===== src/hdl/pbc_pkg.sv =====
// Package for the basic mode control register bank
// Overview of operation
// RL1 - Writing 1 to bit 15 starts a port soft reset; it reads 1 while running and then self-clears.
// RL2 - When the soft reset completes, configuration reloads from the latched strap values.
// RL3 - Bit 14 set routes transmit data back into the receive path; default 0.
// RL4 - After loopback is enabled the receive side shows no valid data for up to 500 us.
// RL5 - With auto-negotiation off, bit 13 picks speed: 1 is 100 Mb/s, 0 is 10 Mb/s; reset from strap.
// RL6 - Bit 12 enables auto-negotiation; it starts from its strap and is then read/write.
// RL7 - With fiber mode enabled, bit 12 resets to 0 whatever the strap says.
// RL8 - While auto-negotiation is on, the speed and duplex bits are ignored for the operating mode.
// RL9 - A latched-high status bit goes to 1 on its event, holds until read, then tracks the state.
// RL10 - A latched-low status bit goes to 0 on its event, holds until read, then tracks the state.
// RL11 - A clear-on-read field returns its value and is cleared by that same read.
// RL12 - An event self-clearing field is set by its event and clears when the event ends.
// RL13 - A fixed read-only field always returns its default and ignores writes.
// RL14 - With auto-negotiation off, bit 8 picks duplex: 1 full, 0 half; reset from strap.
package pbc_pkg;
  localparam logic [31:0] ADDR_CONTROL  = 32'h0000_0000;
  localparam logic [31:0] ADDR_STATUS   = 32'h0000_0004;
  localparam logic [31:0] ADDR_EVENTS   = 32'h0000_0008;
  localparam logic [31:0] ADDR_FIXED    = 32'h0000_000C;
  localparam int          BIT_RESET     = 15;
  localparam int          BIT_LOOPBACK  = 14;
  localparam int          BIT_SPEED     = 13;
  localparam int          BIT_AUTONEG   = 12;
  localparam int          BIT_DUPLEX    = 8;
  localparam logic [15:0] FIXED_VALUE   = 16'h0A5C; // arbitrary
  localparam int          CLK_MHZ       = 200;
  localparam int          DEAD_TIME_US  = 500;
  localparam int          DEAD_CYCLES   = DEAD_TIME_US * CLK_MHZ;
  localparam int          SRST_CYCLES   = 16;
  localparam logic [1:0]  RESP_OKAY     = 2'b00;
  localparam logic [1:0]  RESP_SLVERR   = 2'b10;
  typedef struct packed {
    logic speed_100;
    logic full_duplex;
    logic autoneg_en;
  } pbc_straps_t;
  typedef struct packed {
    logic autoneg_active;
    logic speed_100;
    logic full_duplex;
    logic loopback;
    logic rx_valid;
    logic port_reset;
  } pbc_mode_t;
endpackage


===== src/hdl/pbc_control.sv =====
// Basic mode control register bank with an AXI4-Lite slave
//
// Local design decisions: the address map and the AXI4-Lite register port.
`timescale 1ns/100ps
module pbc_control
  import pbc_pkg::*;
#(
  parameter int DEAD_TIME_CYCLES = DEAD_CYCLES,
  parameter int SOFT_RESET_CYCLES = SRST_CYCLES
)
(
  // Clock, reset, enable
  input  wire logic        i_sys_clk,
  input  wire logic        i_rst,
  input  wire logic        i_clk_en,
  // Straps and status pins
  input  wire pbc_straps_t i_straps,
  input  wire logic        i_fiber_mode_enable,
  input  wire logic        i_link_up,
  input  wire logic        i_rx_error,
  input  wire logic        i_energy_event,
  input  wire logic        i_fault_event,
  // AXI4-Lite write
  input  wire logic [31:0] i_awaddr,
  input  wire logic        i_awvalid,
  output logic             o_awready,
  input  wire logic [31:0] i_wdata,
  input  wire logic [3:0]  i_wstrb,
  input  wire logic        i_wvalid,
  output logic             o_wready,
  output logic [1:0]       o_bresp,
  output logic             o_bvalid,
  input  wire logic        i_bready,
  // AXI4-Lite read
  input  wire logic [31:0] i_araddr,
  input  wire logic        i_arvalid,
  output logic             o_arready,
  output logic [31:0]      o_rdata,
  output logic [1:0]       o_rresp,
  output logic             o_rvalid,
  input  wire logic        i_rready,
  // Operating mode to the core
  output pbc_mode_t        o_mode
);
  initial
  begin
    if (DEAD_TIME_CYCLES < 1 || SOFT_RESET_CYCLES < 1)
      $error("pbc_control: counts must be at least one");
  end

  // Pin synchronisers, two flops before use
  logic [5:0] sync1;
  logic [5:0] sync2;
  logic [5:0] next_sync1;
  logic       s_fiber;
  logic       s_link;
  logic       s_rxerr;
  logic       s_energy;
  logic       s_fault;
  logic       s_spd;
  always_comb
  begin
    next_sync1 = {i_fiber_mode_enable, i_link_up, i_rx_error,
                  i_energy_event, i_fault_event, 1'b0};
  end
  always_ff @(posedge i_sys_clk)
  begin
    if (i_rst)
    begin
      sync1 <= '0;
      sync2 <= '0;
    end
    else if (i_clk_en)
    begin
      sync1 <= next_sync1;
      sync2 <= sync1;
    end
  end
  assign {s_fiber, s_link, s_rxerr, s_energy, s_fault, s_spd} = sync2;

  // Strap latches, captured in the cycle after release
  logic        strap_take;
  // Load one cycle after the latch so the fresh straps are used
  logic        strap_load;
  pbc_straps_t straps_q;
  logic        fiber_q;

  // Register state
  logic        srst_busy;
  logic        loopback;
  logic        speed;
  logic        autoneg;
  logic        duplex;
  logic [31:0] srst_cnt;
  logic [31:0] dead_cnt;
  logic        link_lh_low;
  logic        err_lh_high;
  logic [7:0]  err_count;
  logic        next_srst_busy;
  logic        next_loopback;
  logic        next_speed;
  logic        next_autoneg;
  logic        next_duplex;
  logic [31:0] next_srst_cnt;
  logic [31:0] next_dead_cnt;
  logic        next_link_lh_low;
  logic        next_err_lh_high;
  logic [7:0]  next_err_count;

  // Bus state
  logic        aw_held;
  logic        w_held;
  logic [31:0] aw_q;
  logic [31:0] w_q;
  logic [3:0]  ws_q;
  logic        bvalid;
  logic [1:0]  bresp;
  logic        rvalid;
  logic [1:0]  rresp;
  logic [31:0] rdata;
  logic        next_aw_held;
  logic        next_w_held;
  logic [31:0] next_aw_q;
  logic [31:0] next_w_q;
  logic [3:0]  next_ws_q;
  logic        next_bvalid;
  logic [1:0]  next_bresp;
  logic        next_rvalid;
  logic [1:0]  next_rresp;
  logic [31:0] next_rdata;

  logic        wr_do;
  logic        rd_do;
  logic [31:0] wa;
  logic [31:0] wd;
  logic [3:0]  wsel;
  logic [15:0] ctrl_view;
  logic [15:0] stat_view;
  logic        reload;

  assign o_awready = !aw_held && !bvalid;
  assign o_wready  = !w_held && !bvalid;
  assign o_arready = !rvalid;
  assign wa   = aw_held ? aw_q : i_awaddr;
  assign wd   = w_held ? w_q : i_wdata;
  assign wsel = w_held ? ws_q : i_wstrb;
  assign wr_do = (aw_held || i_awvalid) && (w_held || i_wvalid) && !bvalid;
  assign rd_do = i_arvalid && !rvalid;
  // Reload after power-up or at soft reset end
  assign reload = strap_load || (srst_busy && srst_cnt == 32'h0000_0001); // RL2

  always_comb
  begin
    ctrl_view = 16'h0000;
    ctrl_view[BIT_RESET]    = srst_busy; // RL1
    ctrl_view[BIT_LOOPBACK] = loopback;
    ctrl_view[BIT_SPEED]    = speed;
    ctrl_view[BIT_AUTONEG]  = autoneg;
    ctrl_view[BIT_DUPLEX]   = duplex;
    stat_view = {12'h000, (dead_cnt != 32'h0000_0000), s_energy,
                 link_lh_low, err_lh_high};
  end

  // Register next state
  always_comb
  begin
    next_srst_busy   = srst_busy;
    next_loopback    = loopback;
    next_speed       = speed;
    next_autoneg     = autoneg;
    next_duplex      = duplex;
    next_srst_cnt    = srst_cnt;
    next_dead_cnt    = dead_cnt;
    next_link_lh_low = link_lh_low;
    next_err_lh_high = err_lh_high;
    next_err_count   = err_count;
    // Soft reset countdown
    if (srst_busy)
    begin
      next_srst_cnt = srst_cnt - 32'h0000_0001;
      if (srst_cnt == 32'h0000_0001)
        next_srst_busy = 1'b0; // RL1
    end
    if (dead_cnt != 32'h0000_0000)
      next_dead_cnt = dead_cnt - 32'h0000_0001; // RL4
    // Read side effects first; events below win over the clear
    if (rd_do && i_araddr == ADDR_STATUS)
    begin
      next_link_lh_low = s_link; // RL10
      next_err_lh_high = s_rxerr; // RL9
    end
    if (rd_do && i_araddr == ADDR_EVENTS)
      next_err_count = 8'h00; // RL11
    if (!s_link)
      next_link_lh_low = 1'b0; // RL10
    if (s_rxerr)
      next_err_lh_high = 1'b1; // RL9
    if (s_fault && next_err_count != 8'hFF)
      next_err_count = next_err_count + 8'h01; // RL11
    if (wr_do && wa == ADDR_CONTROL && !srst_busy)
    begin
      if (wsel[1])
      begin
        next_speed   = wd[BIT_SPEED]; // RL5
        next_autoneg = wd[BIT_AUTONEG]; // RL6
        if (wd[BIT_LOOPBACK] && !loopback)
          next_dead_cnt = 32'(DEAD_TIME_CYCLES); // RL4
        next_loopback = wd[BIT_LOOPBACK]; // RL3
        if (wd[BIT_RESET])
        begin
          next_srst_busy = 1'b1; // RL1
          next_srst_cnt  = 32'(SOFT_RESET_CYCLES);
        end
      end
      if (wsel[0] || wsel[1])
        next_duplex = wsel[1] ? wd[BIT_DUPLEX] : duplex; // RL14
    end
    if (reload)
    begin
      next_loopback = 1'b0;
      next_speed    = straps_q.speed_100; // RL5
      next_duplex   = straps_q.full_duplex; // RL14
      next_autoneg  = straps_q.autoneg_en && !fiber_q; // RL7
      next_dead_cnt = 32'h0000_0000;
    end
  end

  // Bus next state
  always_comb
  begin
    next_aw_held = aw_held;
    next_w_held  = w_held;
    next_aw_q    = aw_q;
    next_w_q     = w_q;
    next_ws_q    = ws_q;
    next_bvalid  = bvalid;
    next_bresp   = bresp;
    next_rvalid  = rvalid;
    next_rresp   = rresp;
    next_rdata   = rdata;
    if (o_awready && i_awvalid && !wr_do)
    begin
      next_aw_held = 1'b1;
      next_aw_q    = i_awaddr;
    end
    if (o_wready && i_wvalid && !wr_do)
    begin
      next_w_held = 1'b1;
      next_w_q    = i_wdata;
      next_ws_q   = i_wstrb;
    end
    if (wr_do)
    begin
      next_aw_held = 1'b0;
      next_w_held  = 1'b0;
      next_bvalid  = 1'b1;
      // Fixed word ignores writes but answers OKAY
      next_bresp = (wa == ADDR_CONTROL || wa == ADDR_STATUS ||
                    wa == ADDR_EVENTS || wa == ADDR_FIXED)
                   ? RESP_OKAY : RESP_SLVERR; // RL13
    end
    if (bvalid && i_bready)
      next_bvalid = 1'b0;
    if (rd_do)
    begin
      next_rvalid = 1'b1;
      next_rresp  = RESP_OKAY;
      case (i_araddr)
        ADDR_CONTROL: next_rdata = {16'h0000, ctrl_view};
        ADDR_STATUS:  next_rdata = {16'h0000, stat_view}; // RL12
        ADDR_EVENTS:  next_rdata = {24'h00_0000, err_count}; // RL11
        ADDR_FIXED:   next_rdata = {16'h0000, FIXED_VALUE}; // RL13
        default:
        begin
          next_rdata = 32'h0000_0000;
          next_rresp = RESP_SLVERR;
        end
      endcase
    end
    else if (rvalid && i_rready)
      next_rvalid = 1'b0;
  end

  always_ff @(posedge i_sys_clk)
  begin
    if (i_rst)
    begin
      strap_take  <= 1'b1;
      strap_load  <= 1'b0;
      straps_q    <= '0;
      fiber_q     <= 1'b0;
      srst_busy   <= 1'b0;
      loopback    <= 1'b0;
      speed       <= 1'b0;
      autoneg     <= 1'b0;
      duplex      <= 1'b0;
      srst_cnt    <= '0;
      dead_cnt    <= '0;
      link_lh_low <= 1'b0;
      err_lh_high <= 1'b0;
      err_count   <= '0;
      aw_held     <= 1'b0;
      w_held      <= 1'b0;
      aw_q        <= '0;
      w_q         <= '0;
      ws_q        <= '0;
      bvalid      <= 1'b0;
      bresp       <= RESP_OKAY;
      rvalid      <= 1'b0;
      rresp       <= RESP_OKAY;
      rdata       <= '0;
    end
    else if (i_clk_en)
    begin
      // Straps are pins, latched once after release
      if (strap_take)
      begin
        straps_q <= i_straps;
        fiber_q  <= i_fiber_mode_enable;
      end
      strap_take  <= 1'b0;
      strap_load  <= strap_take;
      srst_busy   <= next_srst_busy;
      loopback    <= next_loopback;
      speed       <= next_speed;
      autoneg     <= next_autoneg;
      duplex      <= next_duplex;
      srst_cnt    <= next_srst_cnt;
      dead_cnt    <= next_dead_cnt;
      link_lh_low <= next_link_lh_low;
      err_lh_high <= next_err_lh_high;
      err_count   <= next_err_count;
      aw_held     <= next_aw_held;
      w_held      <= next_w_held;
      aw_q        <= next_aw_q;
      w_q         <= next_w_q;
      ws_q        <= next_ws_q;
      bvalid      <= next_bvalid;
      bresp       <= next_bresp;
      rvalid      <= next_rvalid;
      rresp       <= next_rresp;
      rdata       <= next_rdata;
    end
  end

  assign o_bvalid = bvalid;
  assign o_bresp  = bresp;
  assign o_rvalid = rvalid;
  assign o_rresp  = rresp;
  assign o_rdata  = rdata;

  // Mode to the core; autoneg masks speed and duplex
  always_comb
  begin
    o_mode.autoneg_active = autoneg;
    o_mode.speed_100      = autoneg ? 1'b1 : speed; // RL8
    o_mode.full_duplex    = autoneg ? 1'b1 : duplex; // RL8
    o_mode.loopback       = loopback; // RL3
    o_mode.rx_valid       = (dead_cnt == 32'h0000_0000); // RL4
    o_mode.port_reset     = srst_busy;
  end
endmodule


===== config.mk =====
export PLATFORM = sky130hd
export DESIGN_NAME = pbc_control
export DESIGN_NICKNAME = d
export VERILOG_FILES = /design/src/hdl/pbc_pkg.sv /design/src/hdl/pbc_control.sv
export SDC_FILE = /design/constraint.sdc
export NUM_CORES = 1
export LEC_CHECK = 0
export ABC_CLOCK_PERIOD_IN_PS = 7400
export BUFFER_PORTS_ARGS = -buffer_cell sky130_fd_sc_hd__clkbuf_2
export CAP_MARGIN = 20
export CELL_PAD_IN_SITES_DETAIL_PLACEMENT = 0
export CELL_PAD_IN_SITES_GLOBAL_PLACEMENT = 1
export CORE_AREA = 5 5 142 144
export CTS_CLUSTER_DIAMETER = 120
export DETAILED_ROUTE_END_ITERATION = 16
export DIE_AREA = 0 0 147 149
export GPL_ROUTABILITY_DRIVEN = 0
export PLACE_DENSITY_LB_ADDON = 0.15
export SLEW_MARGIN = 10
export SYNTH_ARGS = -nofsm -noshare
export SYNTH_HDL_FRONTEND = slang
export SYNTH_SLANG_ARGS = --single-unit

===== constraint.sdc =====
create_clock -name i_sys_clk -period 7.4 [get_ports i_sys_clk]
set_input_delay 0.37 -clock i_sys_clk [delete_from_list [all_inputs] [get_ports i_sys_clk]]
set_output_delay 0.37 -clock i_sys_clk [all_outputs]
set_load 0.05 [all_outputs]

=== Yosys cells after proc, flatten, opt, wreduce, memory -nomap -nowiden ===
Index checks and enable logic that the tools add are counted.

* Register bits: 183
* Bits of input ports: 116
* Output and inout bits: 47
* Logic and storage cells: 149

* $add $sub $neg: 3
* Equal/unequal tests: 9
* Mux-type cells: 49
* Reduce and logical (&&, ||, !) cells: 60

{| class="wikitable"
|+ Operator list
! cell !! count
|-
| $mux W32 || 10
|-
| $eq A32 B4 Y1 const B || 4
|-
| $logic_not A32 Y1 || 3
|-
| $eq A32 B3 Y1 const B || 2
|-
| $pmux W16 S4 || 1
|-
| $sub A32 B1 Y32 const B || 2
|-
| $eq A32 B1 Y1 const B || 1
|-
| $mux W1 || 32
|-
| $reduce_bool A32 Y1 || 1
|-
| $reduce_and A2 Y1 || 11
|-
| $logic_and A1 B1 Y1 || 19
|-
| $mux W16 || 1
|-
| $mux W8 || 2
|-
| $reduce_bool A2 Y1 || 8
|-
| $add A8 B1 Y8 const B || 1
|-
| $logic_not A1 Y1 || 8
|-
| $ne A8 B8 Y1 const B || 1
|-
| $logic_or A1 B1 Y1 || 7
|-
| $mux W2 || 3
|-
| $reduce_and A4 Y1 || 1
|-
| $reduce_or A4 Y1 || 1
|-
| $reduce_and A3 Y1 || 1
|-
| $ne A2 B1 Y1 const B || 1
|}

=== Longest topological paths before layout ===
Gate-level depths: netlist of run 1.

* Depth in word-level cells: 7
* Gate-level depth with buffers: 12
* Mapped depth without buffers: 10

=== Worst setup path before layout of run 1 ===
No wires, ideal clock.

* Kind: input to register
* Start point: input port i_araddr[0]
* End point: register err_count[5]
* Library setup time: 0.070 ns
* Arrival time: 2.694 ns
* Required time: 7.330 ns
* Path slack: 4.636 ns
* Cell stages on the path: 10
* Buffers on the path: 1
* Cell sequence: nor4_1 -> nand4_1 -> nor4_2 -> clkbuf_1 -> nor2_1 -> ha_1 -> a21oi_1 -> nand4_1 -> or4_1 -> a21oi_1

* Cells in the longest elaborated chain, start to end: 6
* Elaborated cells on any way between the ends: 7
* Those cells by class: add/sub: 1; eq/ne: 2; mux: 2; reduce/logical: 2

{| class="wikitable"
|+ RTL lines
! what !! RTL line !! source
|-
| start, declared || pbc_control.sv:35 || <nowiki>input wire logic [31:0] i_araddr,</nowiki>
|-
| $eq A32 B4 Y1 (*) || pbc_control.sv:192 || <nowiki>if (rd_do && i_araddr == ADDR_EVENTS)</nowiki>
|-
| $logic_and A1 B1 Y1 (*) || pbc_control.sv:192 ||
|-
| $mux W8 (*) || pbc_control.sv:192 ||
|-
| branches (longest 2 deep; another with $add A8 B1 Y8) || n/a ||
|-
| $mux W8 (*) || pbc_control.sv:198 || <nowiki>if (s_fault && next_err_count != 8'hFF)</nowiki>
|-
| end signal, assigned || pbc_control.sv:332 || <nowiki>err_count <= next_err_count;</nowiki>
|-
| end, declared || pbc_control.sv:98 || <nowiki>logic [7:0] err_count;</nowiki>
|}

Mark *: on every way between the ends.
A chain may end at the register's enable or synchronous reset.

==> impl_metrics.csv, run 1 <==
group,metric,value,unit
power,p_sw_share,33.9,%
route,num_vias,6451,
sta,hold_violations,0,
finish,num-nets-final,1067,
route,drc,0,
clock_tree,post_cts_resized,0,
yosys,yosys.area.top_type,"dfxtp_1",
finish,drive_above_1_share,19.4,%
clock_tree,numCtsBuffers,17,
floorplan,chipWidth,147,um
yosys,syn_area_per_cell,8.52,um2
yosys,yosysUniqueCellTypes,72,
global_route,grt.overflow.total,0,
sta,worst_slew_pin_slew,1.06,ns
power,clockPowerShare,35.5,%
yosys,synth_adder_area_share,0.852,%
sta,skew,0.0113,ns
yosys,syn_area,0.00735,mm2
route,drt_pass1_iterations,5,
sta,drv_slew,0,
setup_path,reg2reg_slack,4.23,ns
clock_tree,clock_sinks,151,
yosys,synthCells,862,
yosys,synth_seq_area_share,41.2,%
setup_path,crit_path_end_kind,"output port",
clock_tree,cts-root-buf,"clkbuf_16",
yosys,synth_flop_cell,"dfxtp_1",
clock_tree,holdBufCountCts,0,
yosys,synth_top_area_share,41.2,%
sta,fin_setup_tns,0,ns
clock_tree,clk_latency,0.43,ns
yosys,synth_compound_area_share,12.9,%
sta,timing.fmax,276,MHz
route,ant_nets,0,
place,port_buffers,113,
yosys,yosys.area_share.simple,27.5,%
power,ir_worst_vdd,0.000178,V
finish,register_area,0.00302,mm2
global_route,antenna_found_initial,0,
floorplan,dieHeight,149,um
global_route,grt_pass1_wl,30.6,mm
power,p_leak,3.67,nW
yosys,muxShareOfSynthArea,7.84,%
route,drtIter0Drc,424,
setup_path,worstPathMaxFanout,15,
run_status,status,"completed",
power,cellPowerDensity,301,mW/mm2
yosys,synthTopCellsByArea,"dfxtp_1, mux2i_1, nor2_1",
clock_tree,cts_post_setup_buffers_inserted,0,
setup_path,critPathLaunchType,"flop",
finish,final_util,46.1,%
sta,min_period,3.62,ns
finish,mostFrequentLayoutCells,"dfxtp_1, nor2_1, clkbuf_2",
route,totalWireLength,18.5,mm
floorplan,ios,163,
power,pwr-share-comb,27.8,%
floorplan,core_area,0.0186,mm2
floorplan,start_util,39.5,%
setup_path,worstSetupPathType,"flop to output port",
clock_tree,clk_pin_slew,0.06,ns
power,p_int,1.70,mW
power,p_switching,0.874,mW
power,p_seq_share,36.7,%
yosys,synthArstFlopShare,0,%
finish,fillers,1891,
yosys,ys_ff_latch,151,
yosys,synth_top_family_by_area,"simple AND/OR/NAND/NOR gates",
yosys,yosysWarnings,0,
floorplan,row_count,50,
floorplan,die_area,0.0219,mm2
job,drv_cap,0,
global_route,grt_pass1_vias,6072,
place,hpwlAfterDp,12.9,mm
global_route,grt_usage,16.8,%
sta,setup_viol,0,
clock_tree,h-tree-depth,4,
setup_path,required,7.03,ns
sta,relSlewSlack,29.1,%
sta,finalCritPeriodShare,49.0,%
finish,multi_input_area,0.00395,mm2
route,wl_per_cell,15.5,um
clock_tree,cts_buffer_depth,2,
sta,rsz0062_at_grt,"no",
finish,antenna-diode-count,0,
yosys,synthXorXnorAreaFrac,3.70,%
yosys,synth_edf_count,0,
setup_path,worstPathArrival,3.25,ns
global_route,grt_start_max_net_pins,90,
route,viasPerCell,5.41,
worst_hold_path,hold_path.class,"input port to flop",
finish,syn_to_final_growth,16.6,%
finish,final_common_cell,"dfxtp_1",
clock_tree,cts_tree,"built",
## cells in the mapped netlist, types with 3 or more instances
cell       instances
a21o_1             7
a21oi_1           36
a22oi_1            9
a31o_2             4
a31oi_1           18
a32o_1             3
a41oi_1            4
and2_1             6
and3_1             4
buf_2              9
buf_4             25
clkbuf_1          37
dfxtp_1          151
ha_1               5
inv_1             15
mux2_2             4
mux2i_1           53
nand2_1           59
nand3_1           34
nand4_1           20
nor2_1           134
nor2b_1            6
nor3_1            25
nor3_2             4
nor3b_1            4
nor4_1            38
nor4_2             3
o2111ai_1          5
o21ai_0           16
o22ai_1            7
o31ai_1            6
or2_2              8
or3_1             11
or4_1             12
or4_4              3
xnor2_1           24
xor2_1             7
## cells by family after synthesis
logic type | count (synthesis)
other cells | 1
fa+ha+maj | 5
xor+xnor | 31
buf+inv | 89
compound gates | 139
simple gates | 389
mux | 57
flops | 151
## power groups by stage
stage	clock network, mW	registers (mW)	logic, mW
2_1_floorplan	0	0.945	0.585
3_3_place_gp	0	0.962	0.711
3_5_place_dp	0	0.963	0.710
4_1_cts	0.936	0.945	0.717
5_1_grt	0.973	0.958	0.801
6_report	0.915	0.946	0.717
## layout make-up
cell class,instances,share of cell area (%)
multi-input cells,640,46.1
clock buffers,21,5.61
well taps,234,3.42
clock inverters,10,1.68
flip-flops and latches,151,35.3
inverters,16,0.701
repair buffers,120,7.24
## worst max-delay path: stages (launching register included)
cell	delay, ns
dfxtp_1	0.34
or4_4	0.58
nor4_2	0.42
nand4_1	0.64
inv_2	0.50
clkbuf_2	0.35
## metal layers
| metal | global-route usage [%] | up-vias | part of all wire (%) |
|---|---|---|---|
| met5 | 0 | - | 0 |
| met4 | 4.29 | 0 | 0.86 |
| met3 | 4.13 | 14 | 5.4 |
| met2 | 26.4 | 173 | 45 |
| met1 | 23.3 | 3000 | 49 |
| li1 | - | 3264 | - |
## worst paths after layout
path                        to           from  cells after the start
hold reg to reg   dead_cnt[25]   dead_cnt[25]                      2
setup / recovery     o_mode[1]   dead_cnt[20]                      5
setup reg to reg   dead_cnt[8]   dead_cnt[20]                      7
hold / removal        sync1[1]  i_fault_event                      3
## sequential cells by signal, summed over array words and instances (netlist names), 3 cells and up
| name | count |
|---|---|
| aw_q | 32 |
| dead_cnt | 32 |
| err_count | 8 |
| o_rdata | 14 |
| srst_cnt | 32 |
| straps_q | 3 |
| sync1 | 4 |
| sync2 | 4 |
| w_q | 5 |
## stage by stage
| stage | hold slack (ns) | cells | power, mW | setup WS, ns | area, um2 |
|---|---|---|---|---|---|
| floorplan | 0.418 | 880 | 1.53 | 4.64 | 7410 |
| finish | 0.196 | 1192 | 2.58 | 3.78 | 8570 |
| global placement | 0.436 | 1161 | 1.67 | 4.20 | 7940 |
| global route | 0.197 | 1192 | 2.73 | 3.57 | 8570 |
| detailed placement | 0.439 | 1161 | 1.67 | 4.23 | 7940 |
| CTS | 0.175 | 1192 | 2.60 | 3.76 | 8570 |
No activity file was read; power rests on OpenSTA's default activity.
==> inputs of run 2 (changes only) <==
- ABC_CLOCK_PERIOD_IN_PS: 7400 -> 3100
- CORE_AREA: 5 5 142 144 -> 5 5 149 151
- DIE_AREA: 0 0 147 149 -> 0 0 154 156
- clock period: 7.4 -> 3.1 ns (I/O delays scaled with it)
==> run 2 against run 1 <==
Against the previous run:
- hold slack got worse by 0.18 ns
- sequential share of layout area fell by 2.4 points
- largest cell class unchanged
- die area rose by 9.7%
- final cell count rose by 8.6%
- clock-buffer cell count fell by 1
- routed wire length rose by 6.9%
- design area rose by 7.2%
==> impl_metrics.csv, run 2 (synthesis results as in run 1) <==
group,metric,value,unit
setup_path,critPathLaunchType,"flop",
setup_path,worstPathArrival,2.57,ns
floorplan,core_area,0.0207,mm2
place,hpwlAfterDp,13.9,mm
worst_hold_path,hold_path.class,"input port to flop",
sta,finalCritPeriodShare,88.0,%
sta,timing.fmax,366,MHz
sta,worst_slew_pin_slew,1.08,ns
power,clockPowerShare,35.4,%
finish,reg_top3,"aw_q (32), dead_cnt (32), srst_cnt (32)",
power,p_int,4.16,mW
finish,num-nets-final,1128,
clock_tree,cts_buffer_depth,2,
global_route,grt.overflow.total,0,
setup_path,crit_path_end_kind,"output port",
global_route,grt_pass1_vias,6417,
sta,skew,0.0139,ns
power,cellPowerDensity,682,mW/mm2
power,p_leak,3.94,nW
setup_path,worstSetupPathType,"flop to output port",
floorplan,chipWidth,154,um
sta,relSlewSlack,27.7,%
finish,final_cell_area,0.00919,mm2
sta,min_period,2.73,ns
global_route,grt_start_max_net_pins,59,
clock_tree,h-tree-depth,4,
clock_tree,clock_sinks,151,
route,wl_per_cell,15.3,um
global_route,antenna_found_initial,0,
global_route,grt_pass1_wl,32.5,mm
floorplan,start_util,35.5,%
clock_tree,clk_latency,0.43,ns
worst_hold_path,hp-start,"i_fiber_mode_enable",
finish,mostFrequentLayoutCells,"dfxtp_1, nor2_1, clkbuf_2",
route,drtIter0Drc,379,
clock_tree,cts_post_setup_buffers_inserted,0,
route,viasPerCell,5.11,
sta,hold_violations,0,
job,drv_cap,0,
run_status,status,"completed",
floorplan,row_count,53,
finish,syn_to_final_growth,25.1,%
place,dpl_cell_area,0.00815,mm2
clock_tree,numCtsBuffers,17,
route,drc,0,
finish,layout.cells.non_filler,1295,
setup_path,r2r-start,"aw_held",
power,pwr-share-comb,28.5,%
floorplan,die_area,0.0240,mm2
sta,setup_viol,0,
clock_tree,clk_pin_slew,0.06,ns
finish,fillers,2118,
power,p_switching,2.10,mW
route,ant_nets,0,
power,power,6.27,mW
route,drt_pass1_iterations,5,
power,p_sw_share,33.6,%
sta,rsz0062_at_grt,"no",
finish,multi_input_area,0.00395,mm2
place,port_buffers,113,
sta,final.setup.worst_slack,0.371,ns
finish,drive_above_1_share,20.2,%
route,num_vias,6618,
floorplan,ios,163,
floorplan,dieHeight,156,um
setup_path,worstPathMaxFanout,15,
sta,fin_setup_tns,0,ns
power,ir_worst_vdd,0.000389,V
power,p_seq_share,36.1,%
finish,antenna-diode-count,0,
setup_path,required,2.94,ns
place,pre_cts_slack,0.462,ns
place,dp_cells,1222,
finish,final_common_cell,"dfxtp_1",
global_route,grt_usage,16.4,%
route,totalWireLength,19.8,mm
clock_tree,cts_tree,"built",
clock_tree,cts-root-buf,"clkbuf_16",
sta,drv_slew,0,
setup_path,cp-startpoint,"dead_cnt[20]",
finish,register_area,0.00302,mm2
run 2: cell types whose count changed in the layout (fill, tap and decap cells not counted):
cell | before | now
clkbuf_8 | 4 | 2
clkinv_2 | 1 | 3
bufinv_16 | 3 | 4
dlygate4sd3_1 | 0 | 41
buf_4 | 8 | 28
inv_6 | 1 | 0
clkbuf_1 | 0 | 1
run 2: layout make-up:
class | count | area share, %
Clock inverter | 12 | 1.91
Sequential cell | 151 | 32.9
Tap cell | 275 | 3.75
Timing Repair Buffer | 181 | 12.9
Inverter | 16 | 0.654
Multi-Input combinational cell | 640 | 43.0
Clock buffer | 20 | 4.97
run 2: path summary, 6_finish.rpt:
check / endpoint / slack [ns] / depth (start not counted)
max: o_mode[1] / 0.37 / 5
min reg2reg: dead_cnt[25] / 0.44 / 2
min: fiber_q / 0.01 / 3
max reg2reg: dead_cnt[11] / 0.47 / 6
run 2: critical path, cell delays in order, from the launching register on:
cell,delay (ns)
dfxtp_1,0.34
or4_4,0.59
nor4_2,0.40
nand4_1,0.19
inv_2,0.28
clkbuf_2,0.34
run 2: routing by layer:
layer  GRT usage, %  up-vias  part of all wire, %
met5              0        -                    0
met4           5.76        0                  1.7
met3           3.13       19                  4.4
met2           26.3      153                   46
met1           22.2     3065                   48
li1               -     3381                    -
run 2: timing repair:
item                                   4_1_cts  5_1_grt
gates resized for setup                      0        0
endpoints found under the hold margin       41        0
hold buffers                                41        0
run 2: stage by stage:
step | util [%] | hold slack (ns)
floorplan | - | 0.299
global placement | 39.4 | 0.391
detailed placement | 39.4 | 0.404
CTS | 44.4 | 0.00152
global route | 44.4 | 0.0315
finish | 44.4 | 0.0124
run 2: power groups by stage:
stage	clock network, mW	logic (mW)	registers, mW
final	2.22	1.79	2.26
after detailed placement	0	1.74	2.30
after global placement	0	1.76	2.30
after global routing	2.37	1.98	2.29
after floorplan	0	1.40	2.26
after CTS	2.29	1.80	2.26
==> inputs of run 3 (changes only) <==
- ABC_AREA: unset -> 1
- CORE_AREA: 5 5 149 151 -> 5 5 160 162
- DIE_AREA: 0 0 154 156 -> 0 0 165 167
==> run 3 against run 2 <==
Against the previous run:
- utilization shrank 3.2 points
- critical path depth rose by 7
- routed wire length increased by 19%
- clock-buffer cell count is 1 lower
- sequential power rose by 5%
- sequential cell count stayed put
==> impl_metrics.csv, run 3 <==
group,metric,value,unit
clock_tree,post_cts_resized,0,
yosys,yosysUniqueCellTypes,48,
power,p_leak,4.37,nW
setup_path,r2r_cells,12,
finish,final_cell_area,0.00987,mm2
sta,finalCritPeriodShare,78.7,%
yosys,yosysWarnings,0,
place,dpl_cell_area,0.00922,mm2
setup_path,r2r_end,"srst_cnt[25]",
route,wl_per_cell,13.7,um
setup_path,required,3.42,ns
setup_path,reg2reg_slack,0.66,ns
clock_tree,clock_sinks,151,
yosys,yosys.area.top_type,"dfxtp_1",
global_route,grt_usage,17.4,%
sta,fin_setup_tns,0,ns
yosys,synth_flop_cell,"dfxtp_1",
route,drt_pass1_iterations,5,
setup_path,critPathLaunchType,"flop",
setup_path,worstPathMaxFanout,28,
yosys,synthCells,1282,
floorplan,chipWidth,165,um
yosys,synthTopCellsByArea,"dfxtp_1, nor2_1, nand2_1",
sta,min_period,2.44,ns
sta,worst_slew_pin_slew,0.921,ns
yosys,syn_area_per_cell,6.66,um2
yosys,synthArstFlopShare,0,%
setup_path,cp-startpoint,"aw_held",
global_route,grt_pass1_wl,39.1,mm
worst_hold_path,hold_path.class,"input port to flop",
setup_path,critPathCapture,"srst_cnt[25]",
run_status,status,"completed",
floorplan,start_util,35.6,%
floorplan,die_area,0.0276,mm2
global_route,grt_start_max_net_pins,58,
floorplan,dieHeight,167,um
yosys,synth_seq_area_share,35.4,%
sta,hold_violations,0,
sta,relSlewSlack,38.1,%
finish,mostFrequentLayoutCells,"nor2_1, nand2_1, dfxtp_1",
power,ir_worst_vdd,0.000450,V
finish,drive_above_1_share,16.1,%
sta,drv_slew,0,
finish,syn_to_final_growth,15.6,%
yosys,ys_ff_latch,151,
route,ant_nets,0,
clock_tree,h-tree-depth,4,
floorplan,core_area,0.0240,mm2
clock_tree,cts-root-buf,"clkbuf_16",
route,totalWireLength,23.5,mm
global_route,grt_pass1_vias,7825,
route,viasPerCell,4.69,
clock_tree,numCtsBuffers,17,
yosys,synth_commonest_cells,"nor2_1, nand2_1, dfxtp_1, inv_1, nand3_1",
route,drc,0,
floorplan,row_count,57,
finish,final_common_cell,"nor2_1",
setup_path,crit_path_end_kind,"flop",
clock_tree,clk_pin_slew,0.06,ns
clock_tree,cts_buffer_depth,2,
sta,skew,0.0135,ns
clock_tree,cts_tree,"built",
finish,antenna-diode-count,0,
finish,reg_top3,"aw_q (32), dead_cnt (32), srst_cnt (32)",
finish,fillers,2734,
yosys,synth_top_area_share,35.4,%
setup_path,worstPathArrival,2.76,ns
route,num_vias,8040,
yosys,yosysMostFrequentCell,"nor2_1",
place,dp_cells,1678,
finish,layout.cells.non_filler,1715,
yosys,syn_area,0.00853,mm2
place,port_buffers,113,
floorplan,ios,163,
global_route,grt.overflow.total,0,
setup_path,worstSetupPathType,"flop to flop",
setup_path,r2r-start,"aw_held",
place,hpwlAfterDp,17.3,mm
power,cellPowerDensity,795,mW/mm2
route,drtIter0Drc,429,
sta,rsz0062_at_grt,"no",
job,drv_cap,0,
finish,num-nets-final,1499,
sta,timing.fmax,410,MHz
sta,setup_viol,0,
yosys,synth_edf_count,0,
clock_tree,clk_latency,0.42,ns
global_route,antenna_found_initial,0,
==> run 3: how the worst min path moves through the flow <==
stage                   from        to  slack [ns]  depth (start not counted)
2_1_floorplan  i_fault_event  sync1[1]        0.29                          2
3_3_place_gp   i_fault_event  sync1[1]        0.38                          3
3_5_place_dp   i_fault_event  sync1[1]        0.39                          3
4_1_cts            i_link_up  sync1[4]       0.001                          3
5_1_grt             i_rready  o_rvalid       0.007                          4
6_report           i_link_up  sync1[4]       0.005                          3
==> run 3: power breakdown <==
group	total (mW)	internal [mW]	switching, mW
Combinational	3.35	1.19	2.16
Clock	2.13	1.24	0.886
Sequential	2.37	2.15	0.221
Total	7.85	4.58	3.27
==> run 3: critical path: stages (launching register included) <==
cell	delay [ns]
dfxtp_1	0.57
buf_4	0.29
nand3_1	0.11
o21ai_2	0.11
nand2_1	0.09
nor2_2	0.17
nand2_1	0.11
nor2_4	0.13
nand4_2	0.16
nand2_4	0.41
nor2_1	0.08
nand2_1	0.07
inv_1	0.03
==> run 3: final cells by class <==
| class | instances | area [um2] | area share [%] |
|---|---|---|---|
| inverters | 120 | 450 | 4.56 |
| repair buffers | 130 | 706 | 7.15 |
| multi-input cells | 958 | 4680 | 47.5 |
| clock inverters | 13 | 148 | 1.50 |
| clock buffers | 19 | 453 | 4.59 |
| well taps | 324 | 405 | 4.11 |
| flip-flops and latches | 151 | 3020 | 30.6 |
==> run 3: what timing repair did <==
action                     CTS  global route
setup endpoints to repair    0             0
hold endpoints to repair     5             0
hold buffers                 5             0
setup buffers                0             0
==> run 3: metal layers <==
metal	GRT usage [%]	share of wire, %
met1	23.8	49
met2	28.6	47
met3	2.94	2.7
met4	4.20	1.1
met5	0	0
==> run 3: logic make-up after synthesis <==
| family | count (synthesis) | synth area share [%] |
|---|---|---|
| simple gates | 705 | 37.2 |
| buf+inv | 191 | 10.5 |
| compound gates | 179 | 11.0 |
| flops | 151 | 35.4 |
| xor+xnor | 50 | 5.13 |
| fa+ha+maj | 5 | 0.733 |
| other cells | 1 | 0.0439 |
==> run 3: through the flow <==
step | total power [mW] | hold slack [ns] | worst slack [ns] | utilization, %
6_report | 7.85 | 0.00530 | 0.661 | 41.2
5_1_grt | 8.51 | 0.00701 | 0.450 | 41.2
4_1_cts | 7.93 | 0.00116 | 0.611 | 41.2
3_5_place_dp | 5.78 | 0.390 | 0.566 | 38.5
3_3_place_gp | 5.78 | 0.381 | 0.595 | 38.5
2_1_floorplan | 5.01 | 0.290 | 0.601 | -
